<file path="src/ddr_cfg.svh">
// address map, group layout and register indices of the distributed channel redirect
`ifndef DDR_CFG_SVH
`define DDR_CFG_SVH
`define DDR_CH0_ADDR_PORT 16'h0000
`define DDR_CH0_COUNT_PORT 16'h0001
`define DDR_CH1_ADDR_PORT 16'h0002
`define DDR_CH1_COUNT_PORT 16'h0003
`define DDR_CH2_ADDR_PORT 16'h0004
`define DDR_CH2_COUNT_PORT 16'h0005
`define DDR_CH3_ADDR_PORT 16'h0006
`define DDR_CH3_COUNT_PORT 16'h0007
`define DDR_CH2_UPPER_PORT 16'h0081
`define DDR_CH3_UPPER_PORT 16'h0082
`define DDR_CH1_UPPER_PORT 16'h0083
`define DDR_CH0_UPPER_PORT 16'h0087
`define DDR_CH6_UPPER_PORT 16'h0089
`define DDR_CH7_UPPER_PORT 16'h008a
`define DDR_CH5_UPPER_PORT 16'h008b
`define DDR_CH5_ADDR_PORT 16'h00c4
`define DDR_CH5_COUNT_PORT 16'h00c6
`define DDR_CH6_ADDR_PORT 16'h00c8
`define DDR_CH6_COUNT_PORT 16'h00ca
`define DDR_CH7_ADDR_PORT 16'h00cc
`define DDR_CH7_COUNT_PORT 16'h00ce
`define DDR_GROUP_ALIGN_BITS 6
`define DDR_CHAN_STRIDE_BITS 4
`define DDR_IDX_ADDR 4'h0
`define DDR_IDX_COUNT 4'h2
`define DDR_IDX_UPPER 4'h4
`define DDR_MASK_WORD 16'hffff
`define DDR_MASK_BYTE 16'h00ff
`define DDR_LOCAL_CHAN 3'h4
`endif

</file>
<file path="src/ddr_pkg.sv">
// types shared by the distributed channel redirect
package ddr_pkg;
    typedef enum logic [1:0] {
        DDR_KIND_ADDR,
        DDR_KIND_COUNT,
        DDR_KIND_UPPER
    } ddr_kind_t;

    typedef struct packed {
        logic hit;
        ddr_kind_t kind;
        logic [2:0] chan;
    } ddr_decode_t;

    typedef struct packed {
        logic write;
        logic [15:0] addr;
        logic [15:0] data;
    } ddr_access_t;

    typedef enum {
        DDR_IDLE,
        DDR_LEG_DIRECT,
        DDR_LEG_MERGE,
        DDR_BUS_REQ,
        DDR_FORWARD,
        DDR_HOLD
    } ddr_state_t;
endpackage

</file>
<file path="src/ddr_redirect.sv">
// distributed channel redirect: retries distributed processor accesses and forwards them to peripherals
// Notes on behaviour
// - distributed read first answered with retry
// - distributed write retried before any forwarding
// - request bus, forward only after grant
// - forward address from pointer, channel, index
// - merge forwarded read data with local value
// - repeated read returns the constructed value
// - forwarded write data comes from processor
// - repeated write completes without more forwarding
// - channel four always stays local
// - address port write forwarded as word
// - address ports decoded at their fixed addresses
// - count port write forwarded as word
// - count ports decoded at their fixed addresses
// - base registers readable during state save
// - upper address access forwarded as byte
// - upper address ports decoded at fixed addresses
// - current address read forwarded once
// - current count read forwarded once
// - current count reads share count ports
// - groups on 64-byte pointer, 16-byte stride
// - state save mode bypasses forwarding entirely
// - distributed channels chosen by configuration bits
`timescale 1ns/100ps
`include "ddr_cfg.svh"

module ddr_redirect (
    input wire logic clock,                      // 200 MHz clock
    input wire logic rst_n,                      // asynchronous reset, active low
    input wire logic tgt_valid,                  // processor access offered this cycle
    input wire ddr_pkg::ddr_access_t tgt_req,    // processor access
    output ddr_pkg::ddr_access_t dbg_unused_n,   // spare, held at zero
    output logic tgt_retry_q,                    // access ends with retry
    output logic tgt_done_q,                     // access completes
    output logic [15:0] tgt_rdata_q,             // read data with done
    input wire logic [7:0] dist_en,              // per channel distributed select
    input wire logic [15:6] ptr_low,             // group pointer, channels 0-3
    input wire logic [15:6] ptr_high,            // group pointer, channels 5-7
    input wire logic alt_access,                 // state save access mode
    output logic bus_req_q,                      // request bus ownership
    input wire logic bus_gnt,                    // bus granted
    output logic fwd_valid_q,                    // forwarded cycle pending
    output ddr_pkg::ddr_access_t fwd_q,          // forwarded cycle
    input wire logic fwd_ack,                    // forwarded cycle finished
    input wire logic [15:0] fwd_rdata,           // forwarded read data
    output logic leg_valid_q,                    // local controller access pending
    output ddr_pkg::ddr_access_t leg_q,          // local controller access
    input wire logic leg_ack,                    // local access finished
    input wire logic [15:0] leg_rdata            // local read data
);
    import ddr_pkg::*;

    function automatic ddr_decode_t decode(input logic [15:0] a);
        ddr_decode_t d;
        d = '0;
        d.hit = 1'b1;
        case (a)
            `DDR_CH0_ADDR_PORT: begin d.kind = DDR_KIND_ADDR; d.chan = 3'h0; end
            `DDR_CH1_ADDR_PORT: begin d.kind = DDR_KIND_ADDR; d.chan = 3'h1; end
            `DDR_CH2_ADDR_PORT: begin d.kind = DDR_KIND_ADDR; d.chan = 3'h2; end
            `DDR_CH3_ADDR_PORT: begin d.kind = DDR_KIND_ADDR; d.chan = 3'h3; end
            `DDR_CH5_ADDR_PORT: begin d.kind = DDR_KIND_ADDR; d.chan = 3'h5; end
            `DDR_CH6_ADDR_PORT: begin d.kind = DDR_KIND_ADDR; d.chan = 3'h6; end
            `DDR_CH7_ADDR_PORT: begin d.kind = DDR_KIND_ADDR; d.chan = 3'h7; end
            `DDR_CH0_COUNT_PORT: begin d.kind = DDR_KIND_COUNT; d.chan = 3'h0; end
            `DDR_CH1_COUNT_PORT: begin d.kind = DDR_KIND_COUNT; d.chan = 3'h1; end
            `DDR_CH2_COUNT_PORT: begin d.kind = DDR_KIND_COUNT; d.chan = 3'h2; end
            `DDR_CH3_COUNT_PORT: begin d.kind = DDR_KIND_COUNT; d.chan = 3'h3; end
            `DDR_CH5_COUNT_PORT: begin d.kind = DDR_KIND_COUNT; d.chan = 3'h5; end
            `DDR_CH6_COUNT_PORT: begin d.kind = DDR_KIND_COUNT; d.chan = 3'h6; end
            `DDR_CH7_COUNT_PORT: begin d.kind = DDR_KIND_COUNT; d.chan = 3'h7; end
            `DDR_CH0_UPPER_PORT: begin d.kind = DDR_KIND_UPPER; d.chan = 3'h0; end
            `DDR_CH1_UPPER_PORT: begin d.kind = DDR_KIND_UPPER; d.chan = 3'h1; end
            `DDR_CH2_UPPER_PORT: begin d.kind = DDR_KIND_UPPER; d.chan = 3'h2; end
            `DDR_CH3_UPPER_PORT: begin d.kind = DDR_KIND_UPPER; d.chan = 3'h3; end
            `DDR_CH5_UPPER_PORT: begin d.kind = DDR_KIND_UPPER; d.chan = 3'h5; end
            `DDR_CH6_UPPER_PORT: begin d.kind = DDR_KIND_UPPER; d.chan = 3'h6; end
            `DDR_CH7_UPPER_PORT: begin d.kind = DDR_KIND_UPPER; d.chan = 3'h7; end
            default: d.hit = 1'b0;
        endcase
        return d;
    endfunction

    // peripheral I/O address of a channel register
    function automatic logic [15:0] fwd_addr(input ddr_decode_t d, input logic [15:6] lo,
                                             input logic [15:6] hi);
        logic [1:0] slot;
        logic [3:0] idx;
        logic [15:0] base;
        slot = d.chan[2] ? 2'(d.chan[1:0] - 2'h1) : d.chan[1:0];
        base = d.chan[2] ? {hi, 6'h00} : {lo, 6'h00};
        case (d.kind)
            DDR_KIND_ADDR: idx = `DDR_IDX_ADDR;
            DDR_KIND_COUNT: idx = `DDR_IDX_COUNT;
            DDR_KIND_UPPER: idx = `DDR_IDX_UPPER;
            default: idx = `DDR_IDX_ADDR;
        endcase
        return base | {10'h000, slot, idx};
    endfunction

    function automatic logic [15:0] width_mask(input ddr_decode_t d);
        return (d.kind == DDR_KIND_UPPER) ? `DDR_MASK_BYTE : `DDR_MASK_WORD;
    endfunction

    ddr_state_t state_q, state_d;
    ddr_access_t held_q, held_d;
    ddr_decode_t dec_q, dec_d;
    logic [15:0] local_q, local_d;
    logic [15:0] merged_q, merged_d;
    logic tgt_retry_d, tgt_done_d, bus_req_d, fwd_valid_d, leg_valid_d;
    logic [15:0] tgt_rdata_d;
    ddr_access_t fwd_d, leg_d;
    ddr_decode_t in_dec;
    logic in_dist, repeat_hit;

    always_comb begin
        in_dec = decode(tgt_req.addr);
        // state save mode keeps accesses local
        in_dist = in_dec.hit && dist_en[in_dec.chan] && (in_dec.chan != `DDR_LOCAL_CHAN)
            && !alt_access;
        repeat_hit = tgt_valid && (tgt_req.addr == held_q.addr)
            && (tgt_req.write == held_q.write);
        state_d = state_q;
        held_d = held_q;
        dec_d = dec_q;
        local_d = local_q;
        merged_d = merged_q;
        tgt_retry_d = 1'b0;
        tgt_done_d = 1'b0;
        tgt_rdata_d = tgt_rdata_q;
        bus_req_d = bus_req_q;
        fwd_valid_d = fwd_valid_q;
        fwd_d = fwd_q;
        leg_valid_d = leg_valid_q;
        leg_d = leg_q;
        case (state_q)
            DDR_IDLE: begin
                if (tgt_valid && in_dist) begin
                    tgt_retry_d = 1'b1;
                    held_d = tgt_req;
                    dec_d = in_dec;
                    if (tgt_req.write) begin
                        bus_req_d = 1'b1;
                        state_d = DDR_BUS_REQ;
                    end else begin
                        leg_valid_d = 1'b1;
                        leg_d = tgt_req;
                        state_d = DDR_LEG_MERGE;
                    end
                end else if (tgt_valid && in_dec.hit) begin
                    held_d = tgt_req;
                    leg_valid_d = 1'b1;
                    leg_d = tgt_req;
                    state_d = DDR_LEG_DIRECT;
                end
            end
            DDR_LEG_DIRECT: begin
                if (leg_ack) begin
                    leg_valid_d = 1'b0;
                    tgt_done_d = 1'b1;
                    tgt_rdata_d = held_q.write ? 16'h0000 : leg_rdata;
                    state_d = DDR_IDLE;
                end
            end
            DDR_LEG_MERGE: begin
                tgt_retry_d = tgt_valid;
                if (leg_ack) begin
                    leg_valid_d = 1'b0;
                    local_d = leg_rdata;
                    bus_req_d = 1'b1;
                    state_d = DDR_BUS_REQ;
                end
            end
            DDR_BUS_REQ: begin
                tgt_retry_d = tgt_valid;
                if (bus_gnt) begin
                    fwd_valid_d = 1'b1;
                    fwd_d.addr = fwd_addr(dec_q, ptr_low, ptr_high);
                    fwd_d.write = held_q.write;
                    fwd_d.data = held_q.write ? held_q.data : 16'h0000;
                    state_d = DDR_FORWARD;
                end
            end
            DDR_FORWARD: begin
                tgt_retry_d = tgt_valid;
                if (fwd_ack) begin
                    fwd_valid_d = 1'b0;
                    bus_req_d = 1'b0;
                    merged_d = (fwd_rdata & width_mask(dec_q))
                        | (local_q & ~width_mask(dec_q));
                    state_d = DDR_HOLD;
                end
            end
            DDR_HOLD: begin
                if (repeat_hit) begin
                    tgt_done_d = 1'b1;
                    tgt_rdata_d = held_q.write ? 16'h0000 : merged_q;
                    state_d = DDR_IDLE;
                end else begin
                    tgt_retry_d = tgt_valid;
                end
            end
            default: begin
                state_d = DDR_IDLE;
                bus_req_d = 1'b0;
                fwd_valid_d = 1'b0;
                leg_valid_d = 1'b0;
            end
        endcase
    end

    always_ff @(posedge clock or negedge rst_n) begin
        if (!rst_n) begin
            state_q <= DDR_IDLE;
            dbg_unused_n <= '0;
            held_q <= '0;
            dec_q <= '0;
            local_q <= 16'h0000;
            merged_q <= 16'h0000;
            tgt_retry_q <= 1'b0;
            tgt_done_q <= 1'b0;
            tgt_rdata_q <= 16'h0000;
            bus_req_q <= 1'b0;
            fwd_valid_q <= 1'b0;
            fwd_q <= '0;
            leg_valid_q <= 1'b0;
            leg_q <= '0;
        end else begin
            state_q <= state_d;
            dbg_unused_n <= '0;
            held_q <= held_d;
            dec_q <= dec_d;
            local_q <= local_d;
            merged_q <= merged_d;
            tgt_retry_q <= tgt_retry_d;
            tgt_done_q <= tgt_done_d;
            tgt_rdata_q <= tgt_rdata_d;
            bus_req_q <= bus_req_d;
            fwd_valid_q <= fwd_valid_d;
            fwd_q <= fwd_d;
            leg_valid_q <= leg_valid_d;
            leg_q <= leg_d;
        end
    end
endmodule

</file>
<file path="config.mk">
export PLATFORM = sky130hd
export DESIGN_NAME = ddr_redirect
export DESIGN_NICKNAME = d
export VERILOG_FILES = /design/src/ddr_pkg.sv /design/src/ddr_redirect.sv
export VERILOG_INCLUDE_DIRS = /design/src
export SDC_FILE = /design/constraint.sdc
export NUM_CORES = 1
export LEC_CHECK = 0
export CORE_MARGIN = 5
export CORE_UTILIZATION = 54
export DETAILED_ROUTE_END_ITERATION = 10
export DONT_BUFFER_PORTS = 1
export GPL_ROUTABILITY_DRIVEN = 0
export PLACE_DENSITY_LB_ADDON = 0.12
export SLEW_MARGIN = 20
export SYNTH_ARGS = -nofsm -noshare
export SYNTH_HDL_FRONTEND = slang
export SYNTH_SLANG_ARGS = --single-unit
</file>
<file path="constraint.sdc">
create_clock -name clock -period 2.8 [get_ports clock]
set_input_delay 0.28 -clock clock [delete_from_list [all_inputs] [get_ports clock]]
set_output_delay 0.28 -clock clock [all_outputs]
set_load 0.005 [all_outputs]
</file>
# Word level (Yosys, flattened, before mapping)

Index checks and enable logic that the tools add are counted.
Widths: inputs -> output; s select.

Reductions and logical operators: 29
$add $sub $neg: 1
Mux-type cells: 47
Bitwise logic cells: 8
Eq/ne operators: 41
$lt $le $gt $ge: 1

Operator list:

| cell                | count |
|---|---|
| $mux 32             | 7 |
| $eq 16x8->1 const B | 13 |
| $pmux 32 s6         | 1 |
| $mux 33             | 4 |
| $mux 16             | 7 |
| $pmux 5 s20         | 1 |
| $eq 16x3->1 const B | 4 |
| $eq 32x2->1 const B | 2 |
| $eq 32x3->1 const B | 2 |
| $and 16x16->16      | 2 |
| $eq 16x2->1 const B | 2 |
| $eq 32x1->1 const B | 1 |
| $logic_not 32->1    | 1 |
| $pmux 16 s2         | 1 |
| $reduce_or 21->1    | 1 |
| $eq 16x1->1 const B | 1 |
| $eq 16x16->1        | 1 |
| $logic_not 16->1    | 1 |
| $mux 1              | 16 |
| $ne 2x2->1 const B  | 8 |
| $not 16->16         | 1 |
| $or 16x16->16       | 1 |
| $or 16x6->16        | 1 |
| $reduce_and 2->1    | 5 |
| 25 further kinds    | 43 |

Output and inout port bits: 120
Logic and storage cells: 147
Flip-flop bits (word level): 189
Bits of input ports: 100

# Longest topological paths before layout

Depth in word-level cells: 10
Mapped depth: 11
Mapped depth without buffers: 7

# Worst setup path after synthesis

No wires, ideal clock.

Path type: input to register
Start point: input tgt_req[23] (netlist bit)
End point: register leg_q[10] (netlist bit)
Path buffers: 3
Cell stages on the path: 10
Setup slack: 212 ps
Required time: 2,675 ps
Data arrival time: 2,463 ps
Library setup time: 125 ps
Cell sequence: buf_2 -> and3b_1 -> clkbuf_2 -> o211a_2 -> nor2_1 -> mux2_4 -> a311o_1 -> a41o_4 -> buf_6 -> mux2_4

Longest elaborated chain between the ends: 10
Elaborated cells on any way between the ends: 36
Classes of those cells: eq/ne: 22; mux: 5; reduce/logical: 9

Ends and longest elaborated chain:

| element                                                          | RTL line            | text |
|---|---|---|
| start, declared                                                  | ddr_redirect.sv:32  | `input wire ddr_pkg::ddr_access_t tgt_req,` |
| $eq 16x8->1 (tied with other cells)                              | ddr_redirect.sv:58  | `case (a)` |
| $pmux 5 s20                                                      | ddr_redirect.sv:58  |  |
| $bmux 1 s3                                                       | ddr_redirect.sv:120 | `` in_dist = in_dec.hit && dist_en[in_dec.chan] && (in_dec.chan != `DDR_LOCAL_CHAN) `` |
| $mux 1 (not written as such)                                     | ddr_redirect.sv:120 |  |
| $logic_and 1x1->1 (3 in series)                                  | ddr_redirect.sv:120 |  |
| $logic_and 1x1->1                                                | ddr_redirect.sv:139 | `if (tgt_valid && in_dist) begin` |
| $ne 2x2->1 (no line) / $reduce_bool 2->1 (equally long branches) | n/a                 |  |
| $reduce_and 3->1 (no line)                                       | n/a                 |  |
| end signal, assigned                                             | ddr_redirect.sv:243 | `leg_q <= leg_d;` |
| end, declared                                                    | ddr_redirect.sv:48  | `output ddr_pkg::ddr_access_t leg_q,` |

Parallel ways exist; a longest one is shown, timed or not. The select of a mux whose other input is x is not followed.
A chain may end at the register's enable or synchronous reset.

# Worst setup path after layout

Start point: register held_q[16] (netlist bit)
End point: register tgt_rdata_q[5]

Longest elaborated chain between the ends: 5

Ends and longest elaborated chain:

| element                    | RTL line            | text |
|---|---|---|
| start, declared            | ddr_redirect.sv:107 | `ddr_access_t held_q, held_d;` |
| start signal, assigned     | ddr_redirect.sv:232 | `held_q <= held_d;` |
| $eq 16x16->1               | ddr_redirect.sv:122 | `repeat_hit = tgt_valid && (tgt_req.addr == held_q.addr)` |
| $logic_and 1x1->1          | ddr_redirect.sv:122 |  |
| $logic_and 1x1->1          | ddr_redirect.sv:123 | `&& (tgt_req.write == held_q.write);` |
| $ne 2x2->1 (no line)       | n/a                 |  |
| $reduce_and 3->1 (no line) | n/a                 |  |
| end signal, assigned       | ddr_redirect.sv:238 | `tgt_rdata_q <= tgt_rdata_d;` |
| end, declared              | ddr_redirect.sv:36  | `output logic [15:0] tgt_rdata_q,` |

Every way passes these cells.

==> impl.org <==
** Global route
- Via count of the first global-routing pass :: 4,679
- Global routing used 20.5% of the available tracks across all layers.
- Number of antenna violations at the first check in global routing :: 0
- The first global-routing pass estimated ~26,000 um of wire.
- Total grt overflow :: 0
- Pin count of the biggest net entering global routing :: approximately 150

** Worst setup path
- For the worst setup path, the data arrival time is 2.76 ns.
- Worst setup slack for register-to-register paths :: 0.34 ns
- The worst register-to-register path begins at held_q[16]$_DFFE_PN0P_.
- Slowest CP cell :: sky130_fd_sc_hd__dfrtp_1
- Delay of the slowest critical-path stage :: 0.38 ns
- At the worst endpoint, the required time is between 3 and 4 ns.
- Worst Setup EP :: tgt_rdata_q[5]$_DFFE_PN0P_
- Critical path class :: flip-flop to flip-flop
- Worst-path cell chain :: xor2_1 > nor4_1 > nand3_1 > nor4_1 > buf_4 > mux2i_1 > nor3b_2 > buf_4 > mux2_2
- Kind of end point of the critical path :: flip-flop
- The most critical setup path has its startpoint at held_q[16]$_DFFE_PN0P_.
- Measured in cells, the most critical reg-to-reg path has a length of 9.
- The endpoint identified for the worst register-to-register timing path is tgt_rdata_q[5]$_DFFE_PN0P_.
- In this run the worst path has a maximum fanout of 17.
- Worst Setup Start Kind :: flip-flop

** Placed design
- Detailed placement finished with a half-perimeter wire length of about 10,000 um.
- Port Buffer Count :: 0
- After detailed placement, the total cell area comes to a little over 7000 um^2.

** Status
- The final reports fail on hold timing.
- Status :: finished, violations left

** Floorplan
- Pin placement for this block handled 220 I/O pins.
- The die covers 15,400 um^2.
- Measured along the y axis, the die boundary spans about 120 um.
- After floorplanning, the core was sized to cover 12,700 um^2.
- Once the floorplan was initialized, standard cells occupied 55.4% of the core.
- In this run the core area contains 41 standard-cell rows.
- In this run the horizontal extent of the chip is roughly 120 um.

** Timing
- Slew at the pin closest to its max-slew limit :: between 0.6 and 0.7 ns
- Number of slew-limit violations in the final report :: 0
- Maximum achievable frequency :: approximately 400 MHz
- For the finished layout, the period the worst path requires is about 2.5 ns.
- The number of hold violations in the final report came to 150.
- In this run the tightest slew margin relative to its limit is between 50% and 60%.
- Fin Hold WS :: -0.449 ns
- Setup repair after global routing left no endpoint under its margin.
- In the finished design, the share of the clock period the worst path needs comes to 87.7%.
- Number of setup violations in the final report :: 0
- Setup TNS :: 0 ns
- Across the routed clock network, the largest skew measured is roughly 0.0083 ns.

** Power
- VDD sags by at most approximately 430 uV.
- For this design the static power due to leakage is a little under 0.004 uW.
- After layout, the design draws a total of roughly 4700 uW.
- Power per Cell Area :: between 500 and 600 nW/um^2

** Cells and area
- The repair_antennas step left the layout with diodes totalling 0.
- After the last flow step, the layout net total stands at 749.
- The post-route netlist has approximately a fifth of its cells at a drive strength greater than 1.
- With fillers left out, the area of the finished cells amounts to roughly 8000 um^2.
- From synthesis to final layout, the design area changed by 14.3%.
- Number of inserted filler cells in the final layout :: 1,032
- Utilization after layout :: a little over three fifths

** Drt
- The routed design has ~15,000 um of wire.
- Met1 layer wirelength in the final routing :: between 6000 and 7000 um
- The detailed router used layers up to and including met4.
- The routed layout has between 4,000 and 5,000 vias.
- Met2 Wirelength :: around 7400 um
- 1st-iter DRT viols :: around 230
- Final antenna-violating net count :: 0
- Routed via count divided by cell count :: ~5.4
- Met3 wire length :: between 1000 and 1500 um
- Dividing the detail-routed wire length by the instance count gives around 19 um.
- In the routed design, unresolved DRC markers number 0.
- TritonRoute pass-1 iters :: 4

** Clock network
- The tree is rooted in a sky130_fd_sc_hd__clkbuf_16.
- Setup Fix Bufs, Post-CTS :: 0
- After clock tree synthesis, the repair step resized 0 gates.
- The number of hold buffers added after CTS was 38.
- Number of levels in the clock H-tree :: 4
- After clock tree synthesis, the clock-pin slew on the worst setup and hold paths is 0.06 ns.
- TritonCTS built the clock tree.
- CTS Buf Count :: 17
- Number of sinks driven by the clock tree :: 150
- No sink is reached through more buffers than the 2 on the longest clock path.
- For the worst-skew pair, the clock arrives at the later sink with an insertion delay of between 0.4 and 0.5 ns.

** Synthesis
- In this run the cell area of the synthesized design comes to about 7000 um^2.
- Post-synthesis sequential area ratio :: a little over half
- The most used flip-flop cell after synthesis is sky130_fd_sc_hd__dfrtp_1.
- Post-synth ARST share :: between 90% and 100%
- Flops & latches, synth :: 150
- Synth warn :: 0
- A synthesized cell averages between 10 and 15 um^2.
- Post-Syn Instances :: 619
- The synthesized design contains 0 enable-type register cells.
- Netlist cell types :: 55

** Flow run
- The tool flagged a number of max-cap violations equal to 0.

** Min path
- Hold/Removal Path Class :: input port to async pin
==> flip-flops by register name (all words and copies together) (netlist names) <==
name,cells
tgt_rdata_q,16
state_q,3
dec_q,5
fwd_q,31
bus_req_q,1
leg_q,33
tgt_done_q,1
tgt_retry_q,1
leg_valid_q,1
local_q,8
held_q,33
fwd_valid_q,1
merged_q,16
==> synthesized netlist by cell type (2+ instances only) <==
master	n	area share (%)
sky130_fd_sc_hd__a21boi_0	2	0.21
sky130_fd_sc_hd__buf_2	7	0.50
sky130_fd_sc_hd__nand3_1	3	0.21
sky130_fd_sc_hd__nand4bb_1	2	0.32
sky130_fd_sc_hd__nor2b_1	5	0.44
sky130_fd_sc_hd__a21oi_1	30	2.1
sky130_fd_sc_hd__xor2_1	4	0.50
sky130_fd_sc_hd__a211oi_1	3	0.32
sky130_fd_sc_hd__clkbuf_1	26	1.4
sky130_fd_sc_hd__nand4_1	5	0.44
sky130_fd_sc_hd__nor2_1	18	0.96
sky130_fd_sc_hd__dfrtp_1	150	53
sky130_fd_sc_hd__o21ai_0	37	2.6
sky130_fd_sc_hd__nor4_1	4	0.36
sky130_fd_sc_hd__buf_6	3	0.48
sky130_fd_sc_hd__nor3b_1	3	0.32
sky130_fd_sc_hd__nor4b_1	3	0.37
sky130_fd_sc_hd__nor3_1	2	0.14
sky130_fd_sc_hd__and2_1	24	2.1
sky130_fd_sc_hd__o211ai_1	2	0.21
sky130_fd_sc_hd__nand2_1	90	4.8
sky130_fd_sc_hd__xnor2_1	16	2.0
sky130_fd_sc_hd__nand2b_1	3	0.27
sky130_fd_sc_hd__and3b_1	2	0.25
sky130_fd_sc_hd__buf_4	36	3.8
sky130_fd_sc_hd__inv_1	4	0.21
sky130_fd_sc_hd__mux2_4	20	4.3
sky130_fd_sc_hd__mux2_2	64	10
sky130_fd_sc_hd__mux2i_1	20	2.8
sky130_fd_sc_hd__and3_1	3	0.27
sky130_fd_sc_hd__a22oi_1	3	0.32
sky130_fd_sc_hd__a31oi_1	2	0.18
==> critical path, delay by kind of cell (launching register included) <==
family | cells | cell delay (ns)
xor gates and xnor gates | 1 | 0.15
buffers and inverters | 2 | 0.48
DFF | 1 | 0.38
muxes | 2 | 0.45
and+or+nand+nor | 4 | 0.88
==> cell type report <==
type | instances | area, um^2 | share of cell area (%)
Clock inverter | 10 | 146 | 1.82
Sequential cell | 150 | 3750 | 46.6
Timing Repair Buffer | 51 | 493 | 6.12
Inverter | 4 | 15.0 | 0.186
Multi-Input combinational cell | 425 | 2960 | 36.8
Clock buffer | 22 | 464 | 5.77
Tap cell | 172 | 215 | 2.67
==> where the power goes <==
part           switching, uW  internal (uW)
combinational           65.5           93.3
clock                    860           1450
sequential              16.2           2190
total                    942           3740
==> cell usage in the layout (no fill, tap or decap), types with 2 or more instances in the layout <==
cell type / n
sky130_fd_sc_hd__nand4_1: 5
sky130_fd_sc_hd__bufinv_16: 3
sky130_fd_sc_hd__nor2_1: 18
sky130_fd_sc_hd__a21oi_1: 30
sky130_fd_sc_hd__dlygate4sd3_1: 39
sky130_fd_sc_hd__nand2_1: 90
sky130_fd_sc_hd__and3_1: 3
sky130_fd_sc_hd__conb_1: 35
sky130_fd_sc_hd__clkbuf_8: 2
sky130_fd_sc_hd__and2_1: 24
sky130_fd_sc_hd__nor4b_1: 3
sky130_fd_sc_hd__nor4_1: 4
sky130_fd_sc_hd__a22oi_1: 3
sky130_fd_sc_hd__mux2_4: 20
sky130_fd_sc_hd__nor3b_1: 3
sky130_fd_sc_hd__o21ai_0: 37
sky130_fd_sc_hd__a211oi_1: 3
sky130_fd_sc_hd__nand3_1: 2
sky130_fd_sc_hd__o211ai_1: 2
sky130_fd_sc_hd__nand2b_1: 3
sky130_fd_sc_hd__xnor2_1: 16
sky130_fd_sc_hd__clkinv_4: 4
sky130_fd_sc_hd__nand4bb_1: 2
sky130_fd_sc_hd__dfrtp_1: 150
sky130_fd_sc_hd__mux2_2: 64
sky130_fd_sc_hd__nor2b_1: 5
sky130_fd_sc_hd__mux2i_1: 20
sky130_fd_sc_hd__and3b_1: 2
sky130_fd_sc_hd__xor2_1: 4
sky130_fd_sc_hd__a31oi_1: 2
sky130_fd_sc_hd__nor3_1: 2
sky130_fd_sc_hd__buf_4: 11
sky130_fd_sc_hd__a21boi_0: 2
sky130_fd_sc_hd__clkbuf_16: 17
sky130_fd_sc_hd__clkbuf_1: 3
sky130_fd_sc_hd__inv_1: 4
==> metal layers <==
| metal | GRT usage (%) | vias to the layer above |
|---|---|---|
| met2 | 32.7 | 177 |
| li1 | - | 2114 |
| met1 | 25.0 | 2204 |
| met4 | 7.35 | 0 |
| met3 | 8.88 | 25 |
| met5 | 0 | - |
==> worst min-delay path by stage <==
stage                      from                         end  slack (ns)  depth (start not counted)
after floorplan           rst_n       bus_req_q$_DFFE_PN0P_       -0.02                          0
after global placement    rst_n     merged_q[7]$_DFFE_PN0P_       -0.01                          0
after detailed placement  rst_n  tgt_rdata_q[5]$_DFFE_PN0P_       -0.01                          0
after CTS                 rst_n  tgt_rdata_q[5]$_DFFE_PN0P_       -0.47                          0
after global routing      rst_n  tgt_rdata_q[5]$_DFFE_PN0P_       -0.47                          0
final                     rst_n  tgt_rdata_q[5]$_DFFE_PN0P_       -0.45                          0
==> cell families (layout without fill, tap and decap cells) <==
logic type	count (synthesis)	after routing	synth area share (%)
other	1	35	0.0532
XOR/XNOR	20	20	2.49
flip-flops	150	150	53.3
buffers and inverters	78	87	6.53
AO/OA/AOI/OAI	95	95	8.29
multiplexers	104	104	17.3
AND/OR/NAND/NOR	171	171	12.0
==> per-stage QoR <==
stage | std cells | worst slack, ns
floorplan | 653 | 0.212
global placement | 763 | 0.166
detailed placement | 763 | 0.0883
CTS | 833 | 0.305
global route | 834 | 0.167
finish | 834 | 0.345
(Power assumes the default switching activity.)
